--- src/sms_cfg.svh ---
`ifndef SMS_CFG_SVH
`define SMS_CFG_SVH

// register byte offsets on the APB side
`define SMS_OFF_STATUS    4'h0
`define SMS_OFF_CTRL1     4'h4
`define SMS_OFF_CTRL2     4'h8
`define SMS_OFF_DATA      4'hC

// serial_status_control fields
`define SMS_ST_ENABLE     15
`define SMS_ST_IDLE_STOP  13
`define SMS_ST_OVERFLOW   6
`define SMS_ST_TX_FULL    1
`define SMS_ST_RX_FULL    0

// serial_control_one fields
`define SMS_C1_CLK_DIS    12
`define SMS_C1_OUT_DIS    11
`define SMS_C1_WORD16     10
`define SMS_C1_SAMPLE_END 9
`define SMS_C1_EDGE       8
`define SMS_C1_SEL_EN     7
`define SMS_C1_POL        6
`define SMS_C1_MASTER     5
`define SMS_C1_SEC_LSB    2
`define SMS_C1_PRI_LSB    0
`define SMS_C1_MASK       16'h1FFF

// serial_control_two fields
`define SMS_C2_FRAMED     15
`define SMS_C2_FS_DIR     14
`define SMS_C2_FS_POL     13
`define SMS_C2_FS_EDGE    1

// reset values
`define SMS_REG_RESET     16'h0000
`define SMS_WORD_RESET    32'h0000_0000

// word lengths, prescale base and frame sync lead
`define SMS_BITS_WORD     5'h10
`define SMS_BITS_BYTE     5'h08
`define SMS_SEC_BASE      4'h8
`define SMS_FRAME_HALVES  6'h01

`endif

--- src/sms_pkg.sv ---
package sms_pkg;

  typedef enum logic [1:0] {
    SMS_IDLE,
    SMS_FRAME,
    SMS_SHIFT
  } sms_state_t;

endpackage

--- src/sms_clk_prescale.sv ---
`timescale 1ns/1ps
`include "sms_cfg.svh"

module sms_clk_prescale
  import sms_pkg::*;
(
  input  wire logic       clock_i,
  input  wire logic       reset_n_i,
  input  wire logic       run_i,
  input  wire logic [1:0] primary_prescale_i,
  input  wire logic [2:0] secondary_prescale_i,
  output logic            half_tick_o
);

  logic [3:0] sec_ratio;
  logic [2:0] pri_shift;
  logic [9:0] divisor;
  logic [9:0] count_r;

  always_comb begin
    sec_ratio = `SMS_SEC_BASE - {1'b0, secondary_prescale_i};
    // primary ratio as power of four
    pri_shift = {~primary_prescale_i, 1'b0};
    // full period is the product of both ratios
    divisor   = {6'h00, sec_ratio} << pri_shift;
  end

  // restarts with every run so the first edge has a fixed delay
  always_ff @(posedge clock_i or negedge reset_n_i) begin
    if (!reset_n_i) begin
      count_r <= 10'h000;
    end else if (!run_i) begin
      count_r <= 10'h000;
    end else if (count_r >= divisor - 10'h001) begin
      count_r <= 10'h000;
    end else begin
      count_r <= count_r + 10'h001;
    end
  end

  // two ticks per serial clock period; odd products above one give an uneven duty
  assign half_tick_o = run_i && ((count_r == 10'h000) || (count_r == (divisor >> 1)));

endmodule

--- src/sms_serial_port.sv ---
// The register offsets and register access over APB are this design's own decisions.
`timescale 1ns/1ps
`include "sms_cfg.svh"

module sms_serial_port
  import sms_pkg::*;
#(
  parameter int ADDR_W = 4
)
(
  input  wire logic              clock_i,
  input  wire logic              reset_n_i,
  input  wire logic              psel_i,
  input  wire logic              penable_i,
  input  wire logic              pwrite_i,
  input  wire logic [ADDR_W-1:0] paddr_i,
  input  wire logic [31:0]       pwdata_i,
  output logic      [31:0]       prdata_o,
  output logic                   pready_o,
  output logic                   pslverr_o,
  input  wire logic              idle_mode_i,
  input  wire logic              serial_clock_i,
  output logic                   serial_clock_o,
  output logic                   serial_clock_oe_o,
  output logic                   serial_out_o,
  output logic                   serial_out_oe_o,
  input  wire logic              serial_in_i,
  input  wire logic              slave_select_i,
  output logic                   slave_select_o,
  output logic                   slave_select_oe_o,
  output logic                   transfer_irq_o,
  output logic                   error_irq_o
);

  if (ADDR_W < 4) begin : g_check
    $error("ADDR_W must be at least 4");
  end

  // software-visible state
  logic        port_enable_r;
  logic        idle_stop_r;
  logic        receive_overflow_r;
  logic        transmit_buffer_full_r;
  logic        receive_buffer_full_r;
  logic [12:0] ctrl1_r;
  logic        framed_enable_r;
  logic        frame_sync_direction_r;
  logic        frame_sync_polarity_r;
  logic        frame_sync_edge_r;
  logic [15:0] transmit_holding_r;
  logic [15:0] receive_holding_r;
  logic [31:0] prdata_r;

  // transfer engine state
  sms_state_t  state_r;
  logic [5:0]  half_r;
  logic        sck_r;
  logic [15:0] tx_shift_r;
  logic [15:0] rx_shift_r;
  logic        sck_prev_r;
  logic [4:0]  slave_cnt_r;
  logic        slave_started_r;
  logic        fs_seen_r;
  logic        irq_done_r;
  logic        irq_err_r;

  // APB decode
  logic        mapped;
  logic        acc_write;
  logic        acc_read;
  logic        wr_status;
  logic        wr_ctrl1;
  logic        wr_ctrl2;
  logic        wr_data;
  logic        rd_data;
  logic [15:0] rd_value;

  always_comb begin
    mapped = ((paddr_i >> 4) == '0) && (paddr_i[1:0] == 2'h0);
    acc_write = psel_i && penable_i && pwrite_i && mapped;
    acc_read  = psel_i && penable_i && !pwrite_i && mapped;
    wr_status = acc_write && (paddr_i[3:0] == `SMS_OFF_STATUS);
    wr_ctrl1  = acc_write && (paddr_i[3:0] == `SMS_OFF_CTRL1);
    wr_ctrl2  = acc_write && (paddr_i[3:0] == `SMS_OFF_CTRL2);
    wr_data   = acc_write && (paddr_i[3:0] == `SMS_OFF_DATA);
    rd_data   = acc_read && (paddr_i[3:0] == `SMS_OFF_DATA);
  end

  assign pready_o  = 1'b1;
  assign pslverr_o = psel_i && penable_i && !mapped;

  // configuration views
  logic       run;
  logic       master;
  logic       word16;
  logic [4:0] nbits;
  logic [5:0] nhalves;
  logic       edge_late;
  logic       sample_end;
  logic       polarity;
  logic       halt;
  logic       fs_in_active;
  logic       start_ok;

  always_comb begin
    run = port_enable_r && !(idle_stop_r && idle_mode_i);
    master = ctrl1_r[`SMS_C1_MASTER];
    word16 = ctrl1_r[`SMS_C1_WORD16];
    nbits = word16 ? `SMS_BITS_WORD : `SMS_BITS_BYTE;
    nhalves = {nbits, 1'b0};
    // framed operation ignores the edge bit
    edge_late = ctrl1_r[`SMS_C1_EDGE] && !framed_enable_r;
    // sample phase in master mode only
    sample_end = master && ctrl1_r[`SMS_C1_SAMPLE_END];
    polarity = ctrl1_r[`SMS_C1_POL];
    // stalled while overflow stands and buffer unread
    halt = receive_overflow_r && receive_buffer_full_r;
    fs_in_active = (slave_select_i == frame_sync_polarity_r);
    start_ok = !(framed_enable_r && frame_sync_direction_r) || fs_seen_r || fs_in_active;
  end

  // master clock divider
  logic tick;

  sms_clk_prescale u_prescale (
    .clock_i              (clock_i),
    .reset_n_i            (reset_n_i),
    .run_i                (run && master && (state_r != SMS_IDLE)),
    .primary_prescale_i   (ctrl1_r[`SMS_C1_PRI_LSB +: 2]),
    .secondary_prescale_i (ctrl1_r[`SMS_C1_SEC_LSB +: 3]),
    .half_tick_o          (tick)
  );

  // transfer events
  logic m_tick;
  logic m_change;
  logic m_sample;
  logic m_done;
  logic m_start;
  logic s_edge;
  logic s_lead;
  logic s_trail;
  logic s_sel;
  logic s_live;
  logic s_change;
  logic s_sample;
  logic s_done;
  logic s_load;
  logic change_ev;
  logic sample_ev;
  logic done_ev;
  logic load_ev;
  logic rx_full_now;
  logic [15:0] rx_next;

  always_comb begin
    m_tick = run && master && (state_r == SMS_SHIFT) && tick && !halt;
    // output change edge; 2N half periods
    m_change = m_tick && (edge_late ? (half_r[0] && (half_r < nhalves - 6'h01))
                                    : (!half_r[0] && (half_r != 6'h00) && (half_r < nhalves)));
    // middle or end of output time
    m_sample = m_tick && (sample_end ? (edge_late ? half_r[0] : (!half_r[0] && (half_r != 6'h00)))
                                     : (edge_late ? (!half_r[0] && (half_r < nhalves)) : half_r[0]));
    m_done = m_tick && (half_r == nhalves);
    m_start = run && master && transmit_buffer_full_r && start_ok &&
              ((state_r == SMS_IDLE) || m_done);

    s_edge  = serial_clock_i != sck_prev_r;
    s_lead  = s_edge && (serial_clock_i != polarity);
    s_trail = s_edge && (serial_clock_i == polarity);
    // select pin only when enabled; frame sync input
    if (framed_enable_r) begin
      s_sel = !frame_sync_direction_r || fs_seen_r || fs_in_active || slave_started_r;
    end else begin
      s_sel = !ctrl1_r[`SMS_C1_SEL_EN] || !slave_select_i;
    end
    s_live = run && !master && s_sel && !halt;
    // slave change edge, first bit presented at load
    s_change = s_live && (edge_late ? s_trail : (s_lead && slave_started_r));
    s_sample = s_live && (edge_late ? s_lead : s_trail);
    s_done = s_sample && (slave_cnt_r == nbits - 5'h01);
    s_load = run && !master && transmit_buffer_full_r &&
             ((!slave_started_r && (slave_cnt_r == 5'h00)) || s_done);

    change_ev = master ? m_change : s_change;
    sample_ev = master ? m_sample : s_sample;
    done_ev   = master ? m_done : s_done;
    load_ev   = master ? m_start : s_load;
    rx_next   = sample_ev ? {rx_shift_r[14:0], serial_in_i} : rx_shift_r;
    rx_full_now = receive_buffer_full_r && !rd_data;
  end

  // APB register writes
  always_ff @(posedge clock_i or negedge reset_n_i) begin
    if (!reset_n_i) begin
      port_enable_r          <= 1'b0;
      idle_stop_r            <= 1'b0;
      ctrl1_r                <= 13'h0000;
      framed_enable_r        <= 1'b0;
      frame_sync_direction_r <= 1'b0;
      frame_sync_polarity_r  <= 1'b0;
      frame_sync_edge_r      <= 1'b0;
      transmit_holding_r     <= `SMS_REG_RESET;
    end else begin
      if (wr_status) begin
        port_enable_r <= pwdata_i[`SMS_ST_ENABLE];
        idle_stop_r   <= pwdata_i[`SMS_ST_IDLE_STOP];
      end
      if (wr_ctrl1) begin
        ctrl1_r <= pwdata_i[12:0];
      end
      if (wr_ctrl2) begin
        framed_enable_r        <= pwdata_i[`SMS_C2_FRAMED];
        frame_sync_direction_r <= pwdata_i[`SMS_C2_FS_DIR];
        frame_sync_polarity_r  <= pwdata_i[`SMS_C2_FS_POL];
        frame_sync_edge_r      <= pwdata_i[`SMS_C2_FS_EDGE];
      end
      if (wr_data) begin
        transmit_holding_r <= word16 ? pwdata_i[15:0] : {8'h00, pwdata_i[7:0]};
      end
    end
  end

  // status flags; a hardware set wins over a same-cycle clear
  always_ff @(posedge clock_i or negedge reset_n_i) begin
    if (!reset_n_i) begin
      transmit_buffer_full_r <= 1'b0;
      receive_buffer_full_r  <= 1'b0;
      receive_overflow_r     <= 1'b0;
      receive_holding_r      <= `SMS_REG_RESET;
    end else begin
      // full on write, empty on move to shifter
      if (wr_data) begin
        transmit_buffer_full_r <= 1'b1;
      end else if (load_ev) begin
        transmit_buffer_full_r <= 1'b0;
      end
      // discard when unread; receive full; move to buffer
      if (done_ev && !rx_full_now) begin
        receive_buffer_full_r <= 1'b1;
        receive_holding_r     <= word16 ? rx_next : {8'h00, rx_next[7:0]};
      end else if (rd_data) begin
        receive_buffer_full_r <= 1'b0;
      end
      if (done_ev && rx_full_now) begin
        receive_overflow_r <= 1'b1;
      end else if (wr_status && !pwdata_i[`SMS_ST_OVERFLOW]) begin
        receive_overflow_r <= 1'b0;
      end
    end
  end

  // master sequencer
  always_ff @(posedge clock_i or negedge reset_n_i) begin
    if (!reset_n_i) begin
      state_r <= SMS_IDLE;
      half_r  <= 6'h00;
    end else if (!run || !master) begin
      state_r <= SMS_IDLE;
      half_r  <= 6'h00;
    end else begin
      case (state_r)
        SMS_IDLE: begin
          half_r <= 6'h00;
          if (m_start) begin
            // sync one bit ahead when edge bit clear
            state_r <= (framed_enable_r && !frame_sync_direction_r && !frame_sync_edge_r) ?
                       SMS_FRAME : SMS_SHIFT;
          end
        end
        SMS_FRAME: begin
          if (tick && (half_r == `SMS_FRAME_HALVES)) begin
            state_r <= SMS_SHIFT;
            half_r  <= 6'h00;
          end else if (tick) begin
            half_r <= half_r + 6'h01;
          end
        end
        SMS_SHIFT: begin
          if (m_done) begin
            half_r  <= 6'h00;
            state_r <= m_start ? SMS_SHIFT : SMS_IDLE;
          end else if (m_tick) begin
            half_r <= half_r + 6'h01;
          end
        end
        default: begin
          state_r <= SMS_IDLE;
          half_r  <= 6'h00;
        end
      endcase
    end
  end

  // master clock level
  always_ff @(posedge clock_i or negedge reset_n_i) begin
    if (!reset_n_i) begin
      sck_r <= 1'b0;
    end else if (state_r != SMS_SHIFT) begin
      sck_r <= polarity;
    end else if (m_tick && (half_r < nhalves)) begin
      sck_r <= ~sck_r;
    end
  end

  // slave edge tracking
  always_ff @(posedge clock_i or negedge reset_n_i) begin
    if (!reset_n_i) begin
      sck_prev_r      <= 1'b0;
      slave_cnt_r     <= 5'h00;
      slave_started_r <= 1'b0;
    end else begin
      sck_prev_r <= serial_clock_i;
      if (!run || master || !s_sel || s_done) begin
        slave_cnt_r     <= 5'h00;
        slave_started_r <= 1'b0;
      end else if (s_live) begin
        if (s_sample) begin
          slave_cnt_r <= slave_cnt_r + 5'h01;
        end
        if (s_lead) begin
          slave_started_r <= 1'b1;
        end
      end
    end
  end

  // frame sync capture for frame-slave operation
  always_ff @(posedge clock_i or negedge reset_n_i) begin
    if (!reset_n_i) begin
      fs_seen_r <= 1'b0;
    end else if (run && framed_enable_r && frame_sync_direction_r && fs_in_active) begin
      fs_seen_r <= 1'b1;
    end else if (done_ev || m_start || !run) begin
      fs_seen_r <= 1'b0;
    end
  end

  // shift registers
  always_ff @(posedge clock_i or negedge reset_n_i) begin
    if (!reset_n_i) begin
      tx_shift_r <= `SMS_REG_RESET;
      rx_shift_r <= `SMS_REG_RESET;
    end else begin
      if (load_ev) begin
        tx_shift_r <= transmit_holding_r;
      end else if (change_ev) begin
        tx_shift_r <= {tx_shift_r[14:0], 1'b0};
      end
      if (done_ev || load_ev) begin
        rx_shift_r <= `SMS_REG_RESET;
      end else if (sample_ev) begin
        rx_shift_r <= rx_next;
      end
    end
  end

  // interrupt pulses
  always_ff @(posedge clock_i or negedge reset_n_i) begin
    if (!reset_n_i) begin
      irq_done_r <= 1'b0;
      irq_err_r  <= 1'b0;
    end else begin
      irq_done_r <= done_ev;
      irq_err_r  <= done_ev && rx_full_now;
    end
  end

  assign transfer_irq_o = irq_done_r;
  assign error_irq_o    = irq_err_r;

  // read data captured in the setup phase
  always_comb begin
    case (paddr_i[3:0])
      `SMS_OFF_STATUS: rd_value = {port_enable_r, 1'b0, idle_stop_r, 6'h00, receive_overflow_r,
                                   4'h0, transmit_buffer_full_r, receive_buffer_full_r};
      `SMS_OFF_CTRL1:  rd_value = {3'h0, ctrl1_r};
      `SMS_OFF_CTRL2:  rd_value = {framed_enable_r, frame_sync_direction_r,
                                   frame_sync_polarity_r, 11'h000, frame_sync_edge_r, 1'b0};
      `SMS_OFF_DATA:   rd_value = receive_holding_r;
      default:         rd_value = `SMS_REG_RESET;
    endcase
  end

  always_ff @(posedge clock_i or negedge reset_n_i) begin
    if (!reset_n_i) begin
      prdata_r <= `SMS_WORD_RESET;
    end else if (psel_i && !penable_i) begin
      prdata_r <= mapped ? {16'h0000, rd_value} : `SMS_WORD_RESET;
    end
  end

  assign prdata_o = prdata_r;

  // pin drivers
  logic fs_out_active;

  always_comb begin
    if (master) begin
      fs_out_active = (state_r == SMS_FRAME) ||
                      ((state_r == SMS_SHIFT) && frame_sync_edge_r && (half_r < 6'h02));
    end else begin
      fs_out_active = (slave_started_r || s_lead) && (slave_cnt_r == 5'h00);
    end
  end

  assign serial_clock_o    = sck_r;
  assign serial_clock_oe_o = run && master && !ctrl1_r[`SMS_C1_CLK_DIS];
  assign serial_out_o      = word16 ? tx_shift_r[15] : tx_shift_r[7];
  assign serial_out_oe_o   = run && !ctrl1_r[`SMS_C1_OUT_DIS] &&
                             (master || framed_enable_r || !ctrl1_r[`SMS_C1_SEL_EN] ||
                              !slave_select_i);
  assign slave_select_o    = frame_sync_polarity_r ? fs_out_active : !fs_out_active;
  assign slave_select_oe_o = run && framed_enable_r && !frame_sync_direction_r;

endmodule

--- config.mk ---
export PLATFORM = sky130hd
export DESIGN_NAME = sms_serial_port
export DESIGN_NICKNAME = d
export VERILOG_FILES = /design/src/sms_pkg.sv /design/src/sms_clk_prescale.sv /design/src/sms_serial_port.sv
export VERILOG_INCLUDE_DIRS = /design/src
export SDC_FILE = /design/constraint.sdc
export NUM_CORES = 1
export LEC_CHECK = 0
export BUFFER_PORTS_ARGS = -buffer_cell sky130_fd_sc_hd__buf_4
export CELL_PAD_IN_SITES_DETAIL_PLACEMENT = 1
export CELL_PAD_IN_SITES_GLOBAL_PLACEMENT = 1
export CORE_UTILIZATION = 50
export DETAILED_ROUTE_END_ITERATION = 8
export PLACE_DENSITY_LB_ADDON = 0.1
export SKIP_LAST_GASP = 1
export SLEW_MARGIN = 20
export SYNTH_ARGS = -nofsm -noshare
export SYNTH_HDL_FRONTEND = slang
export SYNTH_HIERARCHICAL = 1
export SYNTH_SLANG_ARGS = --single-unit
--- constraint.sdc ---
create_clock -name clock_i -period 8.95 [get_ports clock_i]
set_input_delay 0.4475 -clock clock_i [delete_from_list [all_inputs] [get_ports clock_i]]
set_output_delay 0.4475 -clock clock_i [all_outputs]
set_load 0.005 [all_outputs]
==> results.toml, run 1 <==
[worst_setup_path]
r2r-start = "ctrl1_r[2]"
start_kind = "flop"
arrival_ns = 5.77
cp.required_ns = 9.22
crit_fanout = 17
path_class = "reg2reg"
crit_start = "ctrl1_r[2]"
cp-end-kind = "flop"

[yosys]
synthCells = 724
ys_types = 77
synthesis.area_um2 = 7507
syn_avg_cell_area_um2 = 10.37
synth_ff_type = "dfrtp_1"
synth-edff-count = 0
yosys.area.top_type = "dfrtp_1"
netlist.area_leader.share_pct = 43.67
synthArstFlopShare_pct = 100.0
synthTopCellsByArea = "dfrtp_1 44%, mux2_2 6.3%, ha_1 4.3%"
ys_ff_latch = 131
yosys_warnings = 6
ys_seq_area_share_pct = 43.67

[timing]
tns_ns = 0
drv_slew = 0
rsz0062_at_grt = "no"
clock_skew_ns = 0.01104
finalSetupViolCount = 0
worst_slew_pin_slew_ns = 1.145
max_clock_freq_mhz = 181.7
hold_ws_ns = 0.08538
slew_headroom_pct = 23.45
fin_crit_ns = 5.503
hold_viol = 0
fin_crit_sh_pct = 61.49

[placed_design]
hpwl_mm = 14.14
io_buffers = 53
postPlaceCellArea_um2 = 7899
place.gp.congestion = 0.8539

[drt]
wl_mm = 20.28
drtPass1Iterations = 5
ant_nets = 0
drc = 0
drtIter0Drc = 313
wl_per_cell_um = 21.24
vias_per_cell = 6.051
vias = 5779

[finish]
antennaDiodeCount = 0
fin_util_pct = 57.95
areaGrowthSynthToFinish_pct = 12.62
n_fill_cell = 1611
nNetsFinal = 829
stdcell_area_um2 = 8454
drive_above_1_share_pct = 21.14

[pwr]
powerDensity_nw_per_um2 = 195.4
p_total_w = 0.001652
cellLeakagePower_nw = 3.859
peakVddDrop_uv = 157.2

[die]
die_x_um = 124.5
pin_count = 87
die-height_um = 124.5
start_util_pct = 51.46
num_rows = 44
die_area_um2 = 15510
coreArea_um2 = 14590

[global_route]
grt_first_pass_wirelength_mm = 33.20
grt_max_degree = 75
grt_usage_pct = 27.27
overflow = 0
antenna_found_initial = 0
grt_pass1_vias = 6137

[clock_network]
cts-buffers-inserted = 17
insertion_delay_ns = 0.43
cts_tree = "built"
hold_buffers = 0
clkTransAtPathRegs_ns = 0.07
cts_htree_levels = 4
cts-resized-gates = 0
cts.sinks = 131
clk_path_buf_depth = 2
clock-root-buffer = "clkbuf_16"
post-cts-setup-buffers = 0

[worst_hold_path]
hold_path.class = "in2async"

[outcome]
status = "complete, no violations"

[run]
maxCapViolations = 0
[worst max-delay path, stage by stage (launching register included)]
cell       delay (ns)
dfrtp_1          0.81
inv_1            0.22
ha_1             0.32
xor2_1           0.78
o311ai_0         0.21
a211oi_1         0.30
o2111ai_1        0.17
o31ai_1          0.63
nand3_1          0.21
or2_4            0.32
o32ai_4          0.87
mux2i_1          0.37
a31oi_1          0.12
[synthesized netlist by cell type, types with 7 or more instances]
library cell,number
and3_1,7
inv_1,26
a31oi_1,11
o21ai_0,40
buf_2,9
nor2b_1,10
mux2_1,9
a211oi_1,13
nand2_1,62
mux2i_1,23
nor3_1,12
a22oi_1,13
dfrtp_1,131
nor2_1,47
xor2_1,9
nand2b_1,14
ha_1,26
clkbuf_1,22
xnor2_1,12
a21oi_1,30
mux2_2,42
mux2_4,9
buf_4,18
nand3_1,23
o2bb2ai_1,8
[power by group]
group,switching (W),total [W],internal (W),leakage (nW)
clock network,0.000292,0.000661,0.000369,0.269
registers,0.0000623,0.000701,0.000638,1.79
logic,0.000157,0.000291,0.000134,1.80
[sequential cells by signal (all words and copies together), names as in the netlist, 6 cells and up]
name and count:
ctrl1_r 13, half_r 6, prdata_o 16, receive_holding_r 16, rx_shift_r 16, transmit_holding_r 16, tx_shift_r 16, u_prescale/count_r 10
[stage by stage]
| step | instances | worst slack, ns |
|---|---|---|
| 2_1_floorplan | 739 | 5.077 |
| 3_3_place_gp | 923 | 3.787 |
| 5_1_grt | 955 | 2.971 |
| 6_report | 955 | 3.447 |
| 4_1_cts | 955 | 3.497 |
| 3_5_place_dp | 923 | 3.549 |
[cells in the final DEF, fill, tap and decap left out, drive strengths merged, types with 5 or more instances in the layout]
master / instances
ha: 26
nand2b: 14
mux2: 60
nand3: 24
mux2i: 24
and3: 7
nor3: 12
inv: 34
buf: 56
nor2b: 10
or3: 5
xor2: 9
o2bb2ai: 8
o32ai: 5
nand2: 63
nor2: 48
dfrtp: 131
a21oi: 31
xnor2: 13
a221oi: 6
a211oi: 13
a22oi: 13
o21ai: 41
o31ai: 5
a31oi: 12
clkbuf: 18
conb: 17
[cells by family (layout without fill, tap and decap cells)]
| group | after synthesis | after routing | share of synthesized area (%) |
|---|---|---|---|
| and+or+nand+nor | 209 | 209 | 14.05 |
| AOI/OAI and AO/OA | 167 | 167 | 16.27 |
| DFF | 131 | 131 | 43.67 |
| muxes | 85 | 85 | 13.12 |
| buffers and inverters | 82 | 114 | 5.650 |
| adders and majority gates | 26 | 26 | 4.333 |
| xor gates and xnor gates | 22 | 22 | 2.817 |
| other | 2 | 17 | 0.1000 |
[worst paths after layout]
check / end / slack, ns / cells past startpoint
max in group asynchronous: slave_cnt_r[3] / 7.37 / 2
min in group clock_i: sck_prev_r / 0.16 / 1
worst max-delay path: receive_holding_r[7] / 3.45 / 12
worst max register to register: receive_holding_r[7] / 3.45 / 12
worst min register to register: transmit_holding_r[13] / 0.48 / 2
worst min-delay path: tx_shift_r[8] / 0.09 / 1
[area by class of cell]
class	count	area, um^2	area share [%]
Tap cell	184	230.2	2.723
Inverter	26	97.59	1.154
Timing Repair Buffer	56	420.4	4.973
Sequential cell	131	3278	38.77
Clock buffer	18	439.2	5.195
Multi-Input combinational cell	526	3872	45.80
Clock inverter	14	116.4	1.376
[per-layer routing]
layer / wire [um] / share of wire [%] / up-vias / global-route usage [%]
met5: 0 / 0 / - / 0
met4: 391 / 1.9 / 0 / 9.142
met3: 766 / 3.8 / 38 / 4.940
met2: 10070 / 50 / 124 / 45.01
met1: 9057 / 45 / 2944 / 36.10
li1: - / - / 2673 / -
No activity file was read; power rests on OpenSTA's default activity.
==> run 2, diff against run 1 <==
--- a/config.mk
+++ b/config.mk
@@ -9,7 +9,7 @@
 export BUFFER_PORTS_ARGS = -buffer_cell sky130_fd_sc_hd__buf_4
 export CELL_PAD_IN_SITES_DETAIL_PLACEMENT = 1
 export CELL_PAD_IN_SITES_GLOBAL_PLACEMENT = 1
-export CORE_UTILIZATION = 50
+export CORE_UTILIZATION = 46
 export DETAILED_ROUTE_END_ITERATION = 8
 export PLACE_DENSITY_LB_ADDON = 0.1
 export SKIP_LAST_GASP = 1
==> constraint.sdc (replaced) <==
create_clock -name clock_i -period 5.3 [get_ports clock_i]
set_input_delay 0.265 -clock clock_i [delete_from_list [all_inputs] [get_ports clock_i]]
set_output_delay 0.265 -clock clock_i [all_outputs]
set_load 0.005 [all_outputs]
==> results.toml, run 2 (synthesis results as in run 1) <==
[worst_setup_path]
path_class = "reg2reg"
rrSetupSlack_ns = 0.97
r2r_cells = 14
r2r-start = "ctrl1_r[2]"
timing.rr.end = "tx_shift_r[5]"
start_kind = "flop"
cp.required_ns = 5.60
arrival_ns = 4.63
cp-end-kind = "flop"
crit_fanout = 16

[die]
start_util_pct = 47.26
num_rows = 46
coreArea_um2 = 15890
die_area_um2 = 16840
die-height_um = 129.8
die_x_um = 129.8
pin_count = 87

[pwr]
powerDensity_nw_per_um2 = 326.9
peakVddDrop_uv = 262.6
cellLeakagePower_nw = 3.911

[finish]
n_fill_cell = 1759
areaGrowthSynthToFinish_pct = 14.25
stdcell_area_um2 = 8577
nNetsFinal = 838
layout_commonest_cell = "dfrtp_1"
layout_common_cells = "131 x dfrtp_1, 64 x buf_4, 62 x nand2_1"
antennaDiodeCount = 0
drive_above_1_share_pct = 21.92

[global_route]
grt_usage_pct = 26.10
grt_pass1_vias = 6020
grt_first_pass_wirelength_mm = 33.14
overflow = 0
grt_max_degree = 78
antenna_found_initial = 0

[clock_network]
cts-resized-gates = 0
hold_buffers = 1
cts-buffers-inserted = 17
post-cts-setup-buffers = 0
clock-root-buffer = "clkbuf_16"
insertion_delay_ns = 0.43
cts.sinks = 131
cts_tree = "built"
clkTransAtPathRegs_ns = 0.06
cts_htree_levels = 4
clk_path_buf_depth = 2

[drt]
ant_nets = 0
drtIter0Drc = 352
wl_mm = 20.38
drtPass1Iterations = 4
drc = 0
vias = 5727
wl_per_cell_um = 20.47
vias_per_cell = 5.750

[placed_design]
place.gp.congestion = 0.8483
io_buffers = 53
postPlaceCellArea_um2 = 7999
dp_slack_ns = 1.002
hpwl_mm = 14.57

[run]
maxCapViolations = 0

[timing]
max_clock_freq_mhz = 231.1
fin_crit_ns = 4.327
drv_slew = 0
worst_slew_pin_slew_ns = 0.9907
rsz0062_at_grt = "no"
slew_headroom_pct = 33.95
clock_skew_ns = 0.01075
fin_crit_sh_pct = 81.63
final.setup.worst_slack_ns = 0.9735
hold_viol = 0
tns_ns = 0
finalSetupViolCount = 0

[worst_hold_path]
hold_path.class = "in2async"

[outcome]
status = "complete, no violations"
==> run 2: worst max-delay path by stage <==
stage	startpoint	endpoint	slack, ns	depth (start not counted)
2_1_floorplan	ctrl1_r[2]	receive_holding_r[6]	1.43	15
3_3_place_gp	ctrl1_r[2]	tx_shift_r[3]	1.12	14
3_5_place_dp	ctrl1_r[2]	tx_shift_r[5]	1.00	14
4_1_cts	ctrl1_r[2]	tx_shift_r[5]	0.97	14
5_1_grt	ctrl1_r[2]	tx_shift_r[5]	0.77	14
6_report	ctrl1_r[2]	tx_shift_r[5]	0.97	14
==> run 2: metal layers <==
metal | wire length [um] | vias up | part of all wire, % | global-route usage (%)
met5 | 0 | - | 0 | 0
met4 | 267 | 0 | 1.3 | 7.592
met3 | 625 | 17 | 3.1 | 4.674
met2 | 10130 | 86 | 50 | 43.85
met1 | 9356 | 2947 | 46 | 34.56
li1 | - | 2677 | - | -
==> run 2: cell type report <==
cell class	count	area [um^2]	share of cell area (%)
well taps	216	270.3	3.151
clock buffers	17	425.4	4.960
multi-input cells	526	3881	45.25
repair buffers	65	490.5	5.718
flip-flops and latches	131	3278	38.22
clock inverters	15	133.9	1.561
inverters	26	97.59	1.138
==> run 2: metrics by stage <==
stage          hold WS (ns)  std cells  utilization (%)  power, W
3_3_place_gp         0.4038        963            50.35  0.001664
4_1_cts             0.03713        996            53.94  0.002831
3_5_place_dp         0.4022        963            50.35  0.001691
5_1_grt             0.07718        996            53.99  0.002926
6_report            0.01755        996            53.99  0.002804
2_1_floorplan      -0.03059        739                -  0.001529
==> run 2: power breakdown <==
part	internal (W)	switching [W]	total, W
Combinational	0.000235	0.000284	0.000519
Sequential	0.00108	0.0000857	0.00116
Clock	0.000618	0.000502	0.00112
==> run 2: critical path, cell delays in order (launching register included) <==
cell and delay [ns]:
dfrtp_1 0.52, inv_1 0.17, ha_1 0.29, xor2_1 0.16, buf_4 0.20, a221oi_1 0.29, o31ai_1 0.11, a211o_1 0.27
o31ai_1 0.37, buf_4 0.21, nand3_1 0.09, or2_4 0.29, o32ai_4 0.53, mux2_2 0.41, mux2_2 0.27
==> run 3, diff against run 2 <==
--- a/config.mk
+++ b/config.mk
@@ -6,10 +6,11 @@
 export SDC_FILE = /design/constraint.sdc
 export NUM_CORES = 1
 export LEC_CHECK = 0
+export ABC_AREA = 1
 export BUFFER_PORTS_ARGS = -buffer_cell sky130_fd_sc_hd__buf_4
 export CELL_PAD_IN_SITES_DETAIL_PLACEMENT = 1
 export CELL_PAD_IN_SITES_GLOBAL_PLACEMENT = 1
-export CORE_UTILIZATION = 46
+export CORE_UTILIZATION = 43
 export DETAILED_ROUTE_END_ITERATION = 8
 export PLACE_DENSITY_LB_ADDON = 0.1
 export SKIP_LAST_GASP = 1
==> constraint.sdc (replaced) <==
create_clock -name clock_i -period 4 [get_ports clock_i]
set_input_delay 0.2 -clock clock_i [delete_from_list [all_inputs] [get_ports clock_i]]
set_output_delay 0.2 -clock clock_i [all_outputs]
set_load 0.005 [all_outputs]
==> results.toml, run 3 <==
[placed_design]
placed_cells_incl_taps = 1274
hpwl_mm = 15.45
dp_slack_ns = 0.5402
io_buffers = 53
place.gp.congestion = 0.8770

[worst_setup_path]
crit_buf_inv = 3
cp-end-kind = "flop"
crit_family = "simple AND/OR/NAND/NOR gates"
slowest_delay_ns = 0.54
r2r_cells = 20
cp.required_ns = 4.32
arrival_ns = 3.80
cpMaxStageDelayCell = "dfrtp_1"
path_class = "reg2reg"
crit_cells = 20
path_cells = "inv_2 -> ha_1 -> nand3_1 -> nand2_1 -> nand3_1 -> nor2_1 -> nand3_1 -> nor2_1 -> nand3_1 -> a21oi_1 -> nand2_1 -> nor2_4 -> nand2_2 -> nand2_1 -> nand3_4 -> buf_4 -> nand3_1 -> nand2_1 -> nand2_1 -> inv_1"
start_kind = "flop"
crit_fanout = 30

[global_route]
grt_max_degree = 70
overflow = 0
grt_pass1_vias = 6786
grt_usage_pct = 24.59
grt.met1_usage_pct = 32.02
grtUsageMet3_pct = 4.639
grt-busiest-layer = "met2"
grtUsageMet2_pct = 41.23
grt_first_pass_wirelength_mm = 34.43
antenna_found_initial = 0

[yosys]
ys_ff_latch = 131
netlist.area_leader.share_pct = 42.76
synth-edff-count = 0
yosys_warnings = 6
synthesis.area_um2 = 7666
yosys.area.top_type = "dfrtp_1"
yosys.cell_count.top_type = "nand2_1"
ys_types = 43
synthArstFlopShare_pct = 100.0
ys_seq_area_share_pct = 42.76
synth_ff_type = "dfrtp_1"
syn_avg_cell_area_um2 = 7.553
ys_top_cells_by_count = "307 x nand2_1, 132 x inv_1, 131 x dfrtp_1"
synthCells = 1015
synthTopCellsByArea = "dfrtp_1 43%, nand2_1 15%, inv_1 6.5%"

[finish]
multi_input_area_um2 = 3593
n_fill_cell = 2194
antennaDiodeCount = 0
register_area_um2 = 3278
layout_commonest_cell = "nand2_1"
final_cells = 1307
areaGrowthSynthToFinish_pct = 14.38
drive_above_1_share_pct = 14.14
layout_common_cells = "307 x nand2_1, 132 x inv_1, 131 x dfrtp_1"
nNetsFinal = 1141

[pwr]
sequentialPowerShare_pct = 40.4
clockPowerShare_pct = 36.8
switching_power_w = 0.001339
powerDensity_nw_per_um2 = 467.0
peakVddDrop_uv = 339.5
p_total_w = 0.004095
p_sw_share_pct = 32.70
cellLeakagePower_nw = 4.548
p_int_w = 0.002756
power_frac_comb_pct = 22.9

[drt]
wl_mm = 20.96
vias_per_cell = 5.054
wl_per_cell_um = 16.04
vias = 6605
drtPass1Iterations = 4
ant_nets = 0
drtIter0Drc = 285
drc = 0

[timing]
slew_headroom_pct = 43.16
hold_viol = 0
tns_ns = 0
drv_slew = 0
clock_skew_ns = 0.008809
fin_crit_sh_pct = 87.04
worst_slew_pin_slew_ns = 0.8506
final.setup.worst_slack_ns = 0.5183
fin_crit_ns = 3.482
rsz0062_at_grt = "no"
max_clock_freq_mhz = 287.2
finalSetupViolCount = 0

[die]
die-height_um = 135.5
pin_count = 87
coreArea_um2 = 17360
die_area_um2 = 18370
num_rows = 48
start_util_pct = 44.17
die_x_um = 135.5

[run]
maxCapViolations = 0

[outcome]
status = "complete, no violations"

[clock_network]
cts-buffers-inserted = 17
cts_htree_levels = 4
insertion_delay_ns = 0.43
cts-resized-gates = 0
cts_tree = "built"
clock-root-buffer = "clkbuf_16"
cts.sinks = 131
clkTransAtPathRegs_ns = 0.06
clk_path_buf_depth = 2

[worst_hold_path]
min_path_cells = 3
hold_path.class = "in2reg"
-- run 3: cell count changes after synthesis, moves of 16 or more --
cell / change
nand3_1: +39
nor2_1: +20
nand2_2: +16
inv_1: +106
mux2i_1: -23
nand2_1: +245
nand4_1: +24
o21ai_0: +19
mux2_2: -42
o21ai_1: +18
-- run 3: what timing repair did --
item	in CTS	in global routing
buffers inserted	0	0
hold buffers	2	0
hold endpoints to repair	68	0
-- run 3: final timing paths --
| check | slack (ns) | start | to |
|---|---|---|---|
| max in group asynchronous | 2.71 | reset_n_i | prdata_o[4] |
| min | 0.02 | pwdata_i[8] | transmit_holding_r[8] |
| max | 0.52 | ctrl1_r[2] | tx_shift_r[13] |
| min reg2reg | 0.48 | transmit_holding_r[0] | tx_shift_r[0] |
| min in group asynchronous | 0.34 | reset_n_i | u_prescale/count_r[2] |
| max reg2reg | 0.52 | ctrl1_r[2] | tx_shift_r[13] |
-- run 3: logic make-up (layout without fill, tap and decap cells) --
family | Yosys count | after routing | synth area share, %
simple gates | 528 | 528 | 31.61
fa+ha+maj | 26 | 26 | 4.243
flops | 131 | 131 | 42.76
other cells | 2 | 17 | 0.09796
compound gates | 118 | 118 | 8.242
xor+xnor | 17 | 17 | 1.942
buf+inv | 193 | 245 | 11.10
-- run 3: area by class of cell --
| class | count | share of cell area, % |
|---|---|---|
| inverters | 152 | 6.592 |
| repair buffers | 62 | 5.408 |
| flip-flops and latches | 131 | 37.39 |
| well taps | 225 | 3.211 |
| clock buffers | 20 | 5.208 |
| clock inverters | 11 | 1.213 |
| multi-input cells | 706 | 40.98 |
-- run 3: power groups by stage --
| stage | logic [W] | registers [W] | clock network, W |
|---|---|---|---|
| after floorplan | 0.000716 | 0.00163 | 0 |
| after CTS | 0.000954 | 0.00165 | 0.00153 |
| after global placement | 0.000911 | 0.00166 | 0 |
| final | 0.000936 | 0.00165 | 0.00151 |
| after detailed placement | 0.000940 | 0.00167 | 0 |
| after global routing | 0.00108 | 0.00168 | 0.00159 |
-- run 3: tightest hold or removal path, stage by stage --
cell and delay (ns):
buf_4 0.09, nand3_1 0.07, nand2_1 0.05
-- run 3: metrics by stage --
stage | instance area (um^2) | util (%) | hold slack, ns
after floorplan | 7722 | - | -0.09559
after global placement | 8185 | 47.16 | 0.2769
after detailed placement | 8185 | 47.16 | 0.2704
after CTS | 8768 | 50.52 | 0.007582
after global routing | 8768 | 50.52 | 0.02475
final | 8768 | 50.52 | 0.02022
-- run 3: metal layers --
layer | up-vias | wire length (um)
met2 | 79 | 10130
met3 | 24 | 561
li1 | 3288 | -
met1 | 3214 | 9941
met5 | - | 0
met4 | 0 | 326
